## config.mk

```make
export PLATFORM = sky130hd
export DESIGN_NAME = host_register_access_port
export DESIGN_NICKNAME = d
export VERILOG_FILES = /design/src/hrap_pkg.sv /design/src/pin_sync.sv /design/src/tx_fifo.sv /design/src/host_register_access_port.sv
export VERILOG_INCLUDE_DIRS = /design/src
export SDC_FILE = /design/constraint.sdc
export NUM_CORES = 1
export LEC_CHECK = 0
export ABC_CLOCK_PERIOD_IN_PS = 3350
export BUFFER_PORTS_ARGS = -buffer_cell sky130_fd_sc_hd__buf_2
export CAP_MARGIN = 0
export CORE_ASPECT_RATIO = 1.75
export CORE_UTILIZATION = 30
export DETAILED_ROUTE_END_ITERATION = 16
export GPL_ROUTABILITY_DRIVEN = 1
export PLACE_DENSITY = 0.54
export SLEW_MARGIN = 10
export SYNTH_ARGS = -nofsm -noshare
export SYNTH_HDL_FRONTEND = slang
export SYNTH_SLANG_ARGS = --single-unit
```

## constraint.sdc

```tcl
create_clock -name clk -period 3.35 [get_ports clk]
set_clock_uncertainty 0.15 [all_clocks]
set_input_delay 0.5025 -clock clk [delete_from_list [all_inputs] [get_ports clk]]
set_output_delay 0.5025 -clock clk [all_outputs]
set_load 0.01 [all_outputs]
```

## src/hrap_defines.svh

```systemverilog
// constants of the host register access port
`ifndef HRAP_DEFINES_SVH
`define HRAP_DEFINES_SVH
`define CLK_HZ 250000000
`define SER_TIMEOUT_MS 32
`define SER_TIMEOUT_CYCLES (`SER_TIMEOUT_MS * (`CLK_HZ / 1000))
`define REG_ADDR_W 7
`define REG_SPACE 128
`define CMD_RD_BIT 7
`define ACK_ERR_BIT 7
`define SER_MAX_DATA 6
`define TX_FIFO_DEPTH 32
`define BYTE_BITS 8
`define PAR_PIN_RST 12'hfff
`define SPI_PIN_RST 3'h2
`endif

```

## src/hrap_pkg.sv

```systemverilog
// types of the host register access port
package hrap_pkg;
    typedef logic [6:0] reg_addr_t;
    typedef logic [7:0] byte_t;
    typedef enum logic [3:0] {
        SER_CMD, SER_CNT, SER_DATA, SER_SUM, SER_WR, SER_ACK, SER_RD, SER_RDW, SER_PUSH, SER_CK
    } ser_state_t;
endpackage : hrap_pkg

```

## src/pin_sync.sv

```systemverilog
// three-stage pin synchroniser, output follows once stages two and three agree
module pin_sync #(
    parameter int WIDTH = 1,
    parameter logic [WIDTH-1:0] RST_VAL = '0
) (
    // clock and reset
    input wire logic clk,
    input wire logic sys_rst,
    // pins and result
    input wire logic [WIDTH-1:0] pin,
    output logic [WIDTH-1:0] level
);
    logic [WIDTH-1:0] s1_r;
    logic [WIDTH-1:0] s2_r;
    logic [WIDTH-1:0] s3_r;
    logic [WIDTH-1:0] level_nxt;

    generate
        if (WIDTH < 1)
        begin : g_chk
            $error("pin_sync width must be at least one");
        end
    endgenerate

    // per bit: take the new value only when two later stages match
    assign level_nxt = (s2_r & ~(s2_r ^ s3_r)) | (level & (s2_r ^ s3_r));

    always_ff @(posedge clk)
    begin
        if (sys_rst)
        begin
            s1_r <= RST_VAL;
            s2_r <= RST_VAL;
            s3_r <= RST_VAL;
            level <= RST_VAL;
        end
        else
        begin
            s1_r <= pin;
            s2_r <= s1_r;
            s3_r <= s2_r;
            level <= level_nxt;
        end
    end
endmodule : pin_sync

```

## src/tx_fifo.sv

```systemverilog
// byte fifo with a registered output stage, valid and ready on both sides
module tx_fifo #(
    parameter int WIDTH = 8,
    parameter int DEPTH = 32
) (
    // clock and reset
    input wire logic clk,
    input wire logic sys_rst,
    // fill side
    input wire logic in_valid,
    output logic in_ready,
    input wire logic [WIDTH-1:0] in_data,
    // drain side
    output logic out_valid,
    input wire logic out_ready,
    output logic [WIDTH-1:0] out_data
);
    localparam int AW = $clog2(DEPTH);
    logic [WIDTH-1:0] mem [DEPTH];
    logic [AW-1:0] wptr_r;
    logic [AW-1:0] rptr_r;
    logic [AW:0] cnt_r;
    logic push;
    logic pull;

    generate
        if (DEPTH < 2 || (1 << AW) != DEPTH)
        begin : g_chk
            $error("tx_fifo depth must be a power of two of at least two");
        end
    endgenerate

    assign in_ready = (cnt_r != (AW+1)'(DEPTH));
    assign push = in_valid && in_ready;
    assign pull = (cnt_r != '0) && (!out_valid || out_ready);

    always_ff @(posedge clk)
    begin
        if (push)
        begin
            mem[wptr_r] <= in_data;
        end
    end

    always_ff @(posedge clk)
    begin
        if (sys_rst)
        begin
            wptr_r <= '0;
            rptr_r <= '0;
            cnt_r <= '0;
            out_valid <= 1'b0;
            out_data <= '0;
        end
        else
        begin
            wptr_r <= wptr_r + AW'(push);
            rptr_r <= rptr_r + AW'(pull);
            cnt_r <= cnt_r + (AW+1)'(push) - (AW+1)'(pull);
            if (pull)
            begin
                out_data <= mem[rptr_r];
                out_valid <= 1'b1;
            end
            else if (out_ready)
            begin
                out_valid <= 1'b0;
            end
        end
    end
endmodule : tx_fifo

```

## src/host_register_access_port.sv

```systemverilog
// host access front end: parallel, spi and serial paths into one register window
//
// Behaviour
// [RULE1] parallel, spi and serial all live, all reach the same registers
// [RULE2] registers sit in one 128-byte window, 7-bit start address
// [RULE3] parallel byte with address select high loads the pointer
// [RULE4] parallel data byte, read or write, increments the pointer
// [RULE5] host may send a new address byte between data bytes
// [RULE6] spi command byte first: bit 7 read-only, bits 6..0 start address
// [RULE7] spi starts at command address, advances per data byte until deselect
// [RULE8] serial write: command, count, one to six data bytes, checksum
// [RULE9] serial command bit 7 one reads, zero writes; bits 6..0 address
// [RULE10] serial checksum is low byte of sum of all preceding frame bytes
// [RULE11] serial write: check checksum, store bytes consecutively, then acknowledge
// [RULE12] acknowledge byte: bit 7 error, bits 6..0 start address, then checksum
// [RULE13] serial read: command, count, checksum; reply ack, data, checksum
// [RULE14] failed serial read replies only error ack and checksum
// [RULE15] serial request not complete within 32 ms is abandoned
// [RULE16] host resends a write after an error acknowledge
// [RULE17] host resends a read when no reply arrives
// [RULE18] parallel write keeps output enable high while selected
// [RULE19] host settles output and write enables before selecting
// [RULE20] abandoned request gets no ack; next byte is a new command
// [RULE21] bad checksum leaves registers untouched, answers with error ack
`include "hrap_defines.svh"
module host_register_access_port #(
    parameter int TIMEOUT_CYCLES = `SER_TIMEOUT_CYCLES,
    parameter int FIFO_DEPTH = `TX_FIFO_DEPTH
) (
    // clock and reset
    input wire logic clk,
    input wire logic sys_rst,
    // parallel port pins
    input wire logic host_port_select_n,
    input wire logic host_port_output_en_n,
    input wire logic host_port_write_en_n,
    input wire logic host_port_addr_select,
    input wire hrap_pkg::byte_t host_port_bus_in,
    output hrap_pkg::byte_t host_port_bus_out,
    output logic host_port_bus_oe,
    // spi slave pins
    input wire logic spi_sclk,
    input wire logic spi_cs_n,
    input wire logic spi_mosi,
    output logic spi_miso,
    output logic spi_miso_oe,
    // serial byte stream
    input wire hrap_pkg::byte_t ser_rx_data,
    input wire logic ser_rx_valid,
    output hrap_pkg::byte_t ser_tx_data,
    output logic ser_tx_valid,
    input wire logic ser_tx_ready,
    // register window
    output hrap_pkg::reg_addr_t reg_addr,
    output logic reg_wr,
    output logic reg_rd,
    output hrap_pkg::byte_t reg_wdata,
    input wire hrap_pkg::byte_t reg_rdata
);
    import hrap_pkg::*;

    localparam logic [23:0] TMO_LAST = 24'(TIMEOUT_CYCLES - 1);

    generate
        if (TIMEOUT_CYCLES < 1 || TIMEOUT_CYCLES > (1 << 24))
        begin : g_chk
            $error("timeout count out of range");
        end
    endgenerate

    // shared read return
    byte_t rd_data_r;
    logic rd_done_r;

    always_ff @(posedge clk)
    begin
        if (sys_rst)
        begin
            rd_data_r <= '0;
            rd_done_r <= 1'b0;
        end
        else
        begin
            rd_done_r <= reg_rd;
            if (reg_rd)
            begin
                rd_data_r <= reg_rdata;
            end
        end
    end

    // parallel port
    logic p_sel_n, p_oe_n, p_we_n, p_a;
    byte_t p_d;
    logic p_sel_prev_r, p_rdwait_r, p_rdcyc_r;
    reg_addr_t p_ptr_r;

    pin_sync #(.WIDTH(12), .RST_VAL(`PAR_PIN_RST)) u_par_sync (
        .clk(clk),
        .sys_rst(sys_rst),
        .pin({host_port_select_n, host_port_output_en_n, host_port_write_en_n, host_port_addr_select,
              host_port_bus_in}),
        .level({p_sel_n, p_oe_n, p_we_n, p_a, p_d})
    );

    wire p_fall = p_sel_prev_r && !p_sel_n;
    wire p_rise = !p_sel_prev_r && p_sel_n;
    // read decided at select fall, write taken at select rise when data is surely settled
    wire p_rd_start = p_fall && !p_oe_n && p_we_n; // [RULE18] [RULE19]
    wire p_wr = p_rise && !p_we_n && !p_a;
    wire p_rd = p_rd_start && !p_a;

    always_ff @(posedge clk)
    begin
        if (sys_rst)
        begin
            p_sel_prev_r <= 1'b1;
            p_rdwait_r <= 1'b0;
            p_rdcyc_r <= 1'b0;
            p_ptr_r <= '0;
            host_port_bus_out <= '0;
            host_port_bus_oe <= 1'b0;
        end
        else
        begin
            p_sel_prev_r <= p_sel_n;
            if (p_rd_start)
            begin
                p_rdcyc_r <= !p_a;
                p_rdwait_r <= !p_a;
                if (p_a)
                begin
                    host_port_bus_out <= {1'b0, p_ptr_r};
                    host_port_bus_oe <= 1'b1;
                end
            end
            else if (p_rdwait_r && rd_done_r)
            begin
                host_port_bus_out <= rd_data_r;
                host_port_bus_oe <= 1'b1;
                p_rdwait_r <= 1'b0;
            end
            if (p_rise)
            begin
                host_port_bus_oe <= 1'b0;
                p_rdwait_r <= 1'b0;
                p_rdcyc_r <= 1'b0;
                if (!p_we_n && p_a)
                begin
                    p_ptr_r <= p_d[6:0]; // [RULE3] [RULE5]
                end
                else if (p_wr || p_rdcyc_r)
                begin
                    p_ptr_r <= p_ptr_r + 7'h01; // [RULE4]
                end
            end
        end
    end

    // spi slave, mode 0: sample on rising, shift on falling
    logic k_sclk, k_cs_n, k_mosi;
    logic k_sclk_prev_r, k_first_r, k_ronly_r, k_rdpend_r;
    logic [2:0] k_bit_r;
    byte_t k_in_r, k_out_r, k_next_r;
    reg_addr_t k_ptr_r;

    pin_sync #(.WIDTH(3), .RST_VAL(`SPI_PIN_RST)) u_spi_sync (
        .clk(clk),
        .sys_rst(sys_rst),
        .pin({spi_sclk, spi_cs_n, spi_mosi}),
        .level({k_sclk, k_cs_n, k_mosi})
    );

    wire k_rise = !k_sclk_prev_r && k_sclk && !k_cs_n;
    wire k_fall = k_sclk_prev_r && !k_sclk && !k_cs_n;
    wire k_byte_done = k_rise && (k_bit_r == 3'h7);
    wire [7:0] k_byte = {k_in_r[6:0], k_mosi};
    wire k_wr = k_byte_done && !k_first_r && !k_ronly_r; // [RULE6]
    wire k_rd = k_rdpend_r && !k_wr;
    wire reg_addr_t k_addr = k_wr ? k_ptr_r : k_ptr_r;

    always_ff @(posedge clk)
    begin
        if (sys_rst || k_cs_n)
        begin
            k_sclk_prev_r <= 1'b0;
            k_first_r <= 1'b1;
            k_ronly_r <= 1'b0;
            k_rdpend_r <= 1'b0;
            k_bit_r <= '0;
            k_in_r <= '0;
            k_out_r <= '0;
            k_next_r <= '0;
            k_ptr_r <= '0;
            spi_miso <= 1'b0;
            spi_miso_oe <= 1'b0;
        end
        else
        begin
            k_sclk_prev_r <= k_sclk;
            spi_miso_oe <= 1'b1;
            if (k_rise)
            begin
                k_in_r <= k_byte;
                k_bit_r <= k_bit_r + 3'h1;
            end
            if (k_byte_done)
            begin
                k_first_r <= 1'b0;
                if (k_first_r)
                begin
                    k_ronly_r <= k_byte[`CMD_RD_BIT]; // [RULE6]
                    k_ptr_r <= k_byte[6:0]; // [RULE7]
                end
                else
                begin
                    k_ptr_r <= k_ptr_r + 7'h01; // [RULE7]
                end
            end
            // read of the following byte waits one cycle so its write lands first
            if (k_byte_done)
            begin
                k_rdpend_r <= 1'b1;
            end
            else if (k_rd)
            begin
                k_rdpend_r <= 1'b0;
            end
            if (rd_done_r)
            begin
                k_next_r <= rd_data_r;
            end
            if (k_fall)
            begin
                if (k_bit_r == 3'h0)
                begin
                    spi_miso <= k_next_r[7];
                    k_out_r <= {k_next_r[6:0], 1'b0};
                end
                else
                begin
                    spi_miso <= k_out_r[7];
                    k_out_r <= {k_out_r[6:0], 1'b0};
                end
            end
        end
    end

    // serial request engine
    ser_state_t u_state_r, u_state_nxt;
    byte_t u_cmd_r, u_cnt_r, u_idx_r, u_sum_r, u_hold_r;
    byte_t u_buf_r [`SER_MAX_DATA];
    reg_addr_t u_ptr_r;
    logic u_err_r;
    logic [23:0] u_tmo_r;
    logic f_in_ready;

    wire u_read = u_cmd_r[`CMD_RD_BIT]; // [RULE9]
    wire u_last = (u_idx_r == u_cnt_r - 8'h01);
    wire u_busy_rx = (u_state_r == SER_CNT) || (u_state_r == SER_DATA) || (u_state_r == SER_SUM);
    wire u_timeout = u_busy_rx && (u_tmo_r == TMO_LAST); // [RULE15]
    wire u_sum_ok = (ser_rx_data == u_sum_r); // [RULE10]
    wire u_cnt_ok = (u_cnt_r != 8'h00) && (u_read || u_cnt_r <= 8'(`SER_MAX_DATA)); // [RULE8]
    wire u_wr = (u_state_r == SER_WR);
    wire u_rd = (u_state_r == SER_RD);
    wire byte_t u_ack = {u_err_r, u_cmd_r[6:0]}; // [RULE12]
    wire u_push = f_in_ready && ((u_state_r == SER_ACK) || (u_state_r == SER_PUSH) || (u_state_r == SER_CK));
    wire byte_t u_push_data = (u_state_r == SER_ACK) ? u_ack : (u_state_r == SER_PUSH) ? u_hold_r : u_sum_r;

    always_comb
    begin
        u_state_nxt = u_state_r;
        case (u_state_r)
            SER_CMD: if (ser_rx_valid) u_state_nxt = SER_CNT;
            SER_CNT: if (ser_rx_valid) u_state_nxt = (u_read || ser_rx_data == 8'h00) ? SER_SUM : SER_DATA;
            SER_DATA: if (ser_rx_valid && u_last) u_state_nxt = SER_SUM;
            SER_SUM: if (ser_rx_valid) u_state_nxt = (!u_read && u_sum_ok && u_cnt_ok) ? SER_WR : SER_ACK;
            SER_WR: if (u_last) u_state_nxt = SER_ACK;
            SER_ACK: if (f_in_ready) u_state_nxt = (u_read && !u_err_r) ? SER_RD : SER_CK; // [RULE14]
            SER_RD: u_state_nxt = SER_RDW;
            SER_RDW: if (rd_done_r) u_state_nxt = SER_PUSH;
            SER_PUSH: if (f_in_ready) u_state_nxt = u_last ? SER_CK : SER_RD;
            SER_CK: if (f_in_ready) u_state_nxt = SER_CMD;
            default: u_state_nxt = SER_CMD;
        endcase
        if (u_timeout)
        begin
            u_state_nxt = SER_CMD; // [RULE20]
        end
    end

    always_ff @(posedge clk)
    begin
        if (sys_rst)
        begin
            u_state_r <= SER_CMD;
            u_cmd_r <= '0;
            u_cnt_r <= '0;
            u_idx_r <= '0;
            u_sum_r <= '0;
            u_hold_r <= '0;
            u_ptr_r <= '0;
            u_err_r <= 1'b0;
            u_tmo_r <= '0;
            for (int i = 0; i < `SER_MAX_DATA; i++)
            begin
                u_buf_r[i] <= '0;
            end
        end
        else
        begin
            u_state_r <= u_state_nxt;
            u_tmo_r <= u_busy_rx ? u_tmo_r + 24'h1 : 24'h0;
            if (ser_rx_valid && u_busy_rx)
            begin
                u_sum_r <= u_sum_r + ser_rx_data; // [RULE10]
            end
            case (u_state_r)
                SER_CMD:
                begin
                    if (ser_rx_valid)
                    begin
                        u_cmd_r <= ser_rx_data;
                        u_sum_r <= ser_rx_data;
                    end
                end
                SER_CNT:
                begin
                    u_cnt_r <= ser_rx_data;
                    u_idx_r <= '0;
                end
                SER_DATA:
                begin
                    if (ser_rx_valid)
                    begin
                        if (u_idx_r < 8'(`SER_MAX_DATA))
                        begin
                            u_buf_r[u_idx_r[2:0]] <= ser_rx_data;
                        end
                        u_idx_r <= u_idx_r + 8'h01;
                    end
                end
                SER_SUM:
                begin
                    u_err_r <= !(u_sum_ok && u_cnt_ok); // [RULE11] [RULE21]
                    u_idx_r <= '0;
                    u_ptr_r <= u_cmd_r[6:0];
                end
                SER_WR:
                begin
                    u_ptr_r <= u_ptr_r + 7'h01; // [RULE11]
                    u_idx_r <= u_idx_r + 8'h01;
                end
                SER_ACK:
                begin
                    u_sum_r <= u_ack;
                    u_idx_r <= '0;
                    u_ptr_r <= u_cmd_r[6:0];
                end
                SER_RDW:
                begin
                    if (rd_done_r)
                    begin
                        u_hold_r <= rd_data_r;
                    end
                end
                SER_PUSH:
                begin
                    if (f_in_ready)
                    begin
                        u_sum_r <= u_sum_r + u_hold_r; // [RULE13]
                        u_ptr_r <= u_ptr_r + 7'h01;
                        u_idx_r <= u_idx_r + 8'h01;
                    end
                end
                default:
                begin
                end
            endcase
        end
    end

    // replies queue here so a slow line stalls the engine instead of dropping bytes
    tx_fifo #(.WIDTH(`BYTE_BITS), .DEPTH(FIFO_DEPTH)) u_tx_fifo (
        .clk(clk),
        .sys_rst(sys_rst),
        .in_valid(u_push),
        .in_ready(f_in_ready),
        .in_data(u_push_data),
        .out_valid(ser_tx_valid),
        .out_ready(ser_tx_ready),
        .out_data(ser_tx_data)
    );

    // one window for all three paths; the host never drives two at once
    wire any_wr = p_wr || k_wr || u_wr; // [RULE1]
    wire any_rd = p_rd || k_rd || u_rd;
    wire reg_addr_t sel_addr = (p_wr || p_rd) ? p_ptr_r : (k_wr || k_rd) ? k_addr : u_ptr_r; // [RULE2]
    wire byte_t sel_wdata = p_wr ? p_d : k_wr ? k_byte : u_buf_r[u_idx_r[2:0]];

    always_ff @(posedge clk)
    begin
        if (sys_rst)
        begin
            reg_addr <= '0;
            reg_wr <= 1'b0;
            reg_rd <= 1'b0;
            reg_wdata <= '0;
        end
        else
        begin
            reg_wr <= any_wr;
            reg_rd <= any_rd && !any_wr;
            if (any_wr || any_rd)
            begin
                reg_addr <= sel_addr;
                reg_wdata <= sel_wdata;
            end
        end
    end
endmodule : host_register_access_port

```

==> results_dict.tcl <==
set metrics [dict create \
    nets 2079 \
    yosysSeqAreaShare 0.607 \
    grt_pass1_vias 15800 \
    clk_pin_slew_ns 0.06 \
    io_pins 72 \
    netlist_instances 1873 \
    vdd_drop_max_mv 0.409 \
    cts_inserted_buffers 53 \
    dp_hpwl_mm 44.3 \
    wl_mm 62.4 \
    worst_setup_path_start_kind "flop" \
    initial_core_util 0.305 \
    async_flop_share 0 \
    syn_avg_cell_area_um2 12.8 \
    powerDensity_nw_per_um2 705 \
    cts_resized 0 \
    critPathLaunch "k_bit_r[1]" \
    rr_startpoint "k_bit_r[1]" \
    ys_ff_latch 567 \
    cts_tree "built" \
    synth_top_cells_by_area "edfxtp_1, dfxtp_1, mux4_2" \
    grt_max_degree 90 \
    crit_chain "ha_1 -> ha_1 -> nand4bb_1 -> or3_1 -> a21oi_2 -> and2_1 -> a211oi_1 -> nor3_1" \
    gp_congestion 0.921 \
    synth_top_flop_cell "edfxtp_1" \
    drive_above_1_share 0.205 \
    finalCritPeriodShare 0.909 \
    end_kind "flop" \
    cap_violations 0 \
    dr.pass1.iters 5 \
    fp-row-count 136 \
    whs_ns 0.0434 \
    clock_latency_ns 0.63 \
    ys_warn_count 0 \
    ant_nets 0 \
    cts.htree.levels 2 \
    dieArea_um2 81200 \
    fillers 7619 \
    hold_path.class "in -> reg" \
    worst_pin_slew_ns 1.04 \
    antenna_cells 0 \
    synth_top_area_cell "edfxtp_1" \
    grt_pass1_wl_mm 95.3 \
    final_cells 3081 \
    placed_cells 2963 \
    maxSlewViolCount 0 \
    relSlewSlack 0.303 \
    drc 0 \
    min_period_ns 3.05 \
    tns_ns 0 \
    crit_top_cell "ha_1" \
    hold_viol_final 0 \
    antenna_found_initial 2 \
    max_stage_delay_ns 0.66 \
    crit_fanout 17 \
    wl_per_cell_um 20.3 \
    worst_path_max_delay_cell "or3_1" \
    drt_iter0_drc 884 \
    root_buffer "clkbuf_16" \
    clockBufferDepth 3 \
    leakage_nw 9.61 \
    grt_usage 0.155 \
    use_met3 0.0245 \
    grt-ovfl-total 0 \
    via_per_inst 4.91 \
    synth-edff-count 320 \
    required_ns 3.74 \
    cp_data_arrival_time_ns 3.43 \
    finalSetupViolCount 0 \
    core-area_um2 78800 \
    status "finished, final reports clean" \
    met2_usage 0.306 \
    synth.top_cell.area_share 0.400 \
    die_w_um 216 \
    groute.layer.met1.usage 0.155 \
    hp-start "reg_rdata[3]" \
    die-height_um 376 \
    yosys.cell_types.count 76 \
    synth_area_um2 24000 \
    busiest_layer "met2" \
    via_count 15100 \
    max_freq_mhz 328 \
    areaGrowthSynthToFinish_pct 16.8 \
    crit_type "reg -> reg" \
    rsz0062_at_grt "no" \
    cts.sinks 567 \
    portBuffers 71 \
]
==> routing by layer <==
metal	wire, um	vias to the layer above
met1	22100	7521
met4	2790	4
li1	-	7148
met5	26	-
met2	35200	317
met3	2250	135
==> sequential cells by signal, summed over array words and instances, names as in the netlist, 8 cells and up, named ones only <==
| signal | flops |
|---|---|
| host_port_bus_out | 8 |
| k_next_r | 8 |
| rd_data_r | 8 |
| reg_wdata | 8 |
| u_buf_r | 64 |
| u_cmd_r | 8 |
| u_cnt_r | 8 |
| u_hold_r | 8 |
| u_idx_r | 8 |
| u_par_sync.s1_r | 12 |
| u_par_sync.s2_r | 12 |
| u_par_sync.s3_r | 12 |
| u_sum_r | 8 |
| u_tmo_r | 24 |
| u_tx_fifo.mem | 256 |
| u_tx_fifo.out_data | 8 |
==> worst max-delay path, delay by kind of cell, from the launching register on <==
kind	cells	cell delay [ns]
AO/OA/AOI/OAI	2	0.39
adder cells (fa/ha/maj)	2	0.34
flip-flops	1	0.37
AND/OR/NAND/NOR	4	1.70
==> cell usage in the layout (no fill, tap or decap), drive strengths merged, types with 47 or more instances in the layout <==
cell,count
nand2,109
a21oi,95
edfxtp,320
a211oi,47
nand3,52
dfxtp,247
buf,143
nor2,229
clkbuf,76
and2,52
mux2i,59
mux4,96
==> final cells by class <==
cell class | instances | area (um^2) | area share
clock buffers | 76 | 1570 | 0.0559
clock inverters | 22 | 343 | 0.0122
inverters | 33 | 124 | 0.00442
multi-input cells | 1185 | 8970 | 0.320
flip-flops and latches | 567 | 14600 | 0.520
well taps | 1035 | 1290 | 0.0462
repair buffers | 163 | 1160 | 0.0416
==> through the flow <==
step | power (mW) | worst slack [ns] | utilization | instance area, um^2
floorplan | 11.7 | 0.162 | - | 24100
global placement | 13.3 | 0.406 | 0.329 | 25900
detailed placement | 13.4 | 0.361 | 0.329 | 25900
CTS | 20.0 | 0.328 | 0.356 | 28000
global route | 20.6 | 0.0400 | 0.356 | 28000
finish | 19.8 | 0.305 | 0.356 | 28000
==> report_power, final <==
part	switching [mW]	internal (mW)	leakage, nW	total [mW]
logic	2.77	2.07	3.63	4.84
clock network	2.70	3.89	0.943	6.59
registers	0.384	7.94	5.03	8.33
total	5.86	13.9	9.61	19.8
==> cells in the mapped netlist, drive strengths merged, types with 45 or more instances <==
library cell and instances:
nand2 109, clkbuf 63, mux4 96, a21oi 95
a211oi 47, or2 45, nor2 229, edfxtp 320
and2 52, mux2i 59, dfxtp 247, nand3 52
==> cell families (layout without fill, tap and decap cells) <==
kind of cell             Yosys count  after routing  synth area share
AO/OA/AOI/OAI                    277            277            0.0767
multiplexers                     158            158             0.116
flip-flops                       567            567             0.607
AND/OR/NAND/NOR                  634            634             0.133
other                              1             16          0.000156
adder cells (fa/ha/maj)           41             41            0.0223
XOR/XNOR                          59             59            0.0215
buffers and inverters            136            294            0.0236
==> repair_timing <==
item                                   CTS  global route
buffers inserted                         0             0
hold buffers                            20             0
endpoints found under the hold margin   20             0
==> path summary, 6_finish.rpt <==
check,end,cells past startpoint,slack [ns]
max,reg_wdata[1],8,0.30
min,rd_data_r[3],3,0.04
max reg2reg,reg_wdata[1],8,0.30
min reg2reg,u_par_sync.s2_r[7],1,0.27
Power figures use the tool's default switching activity.
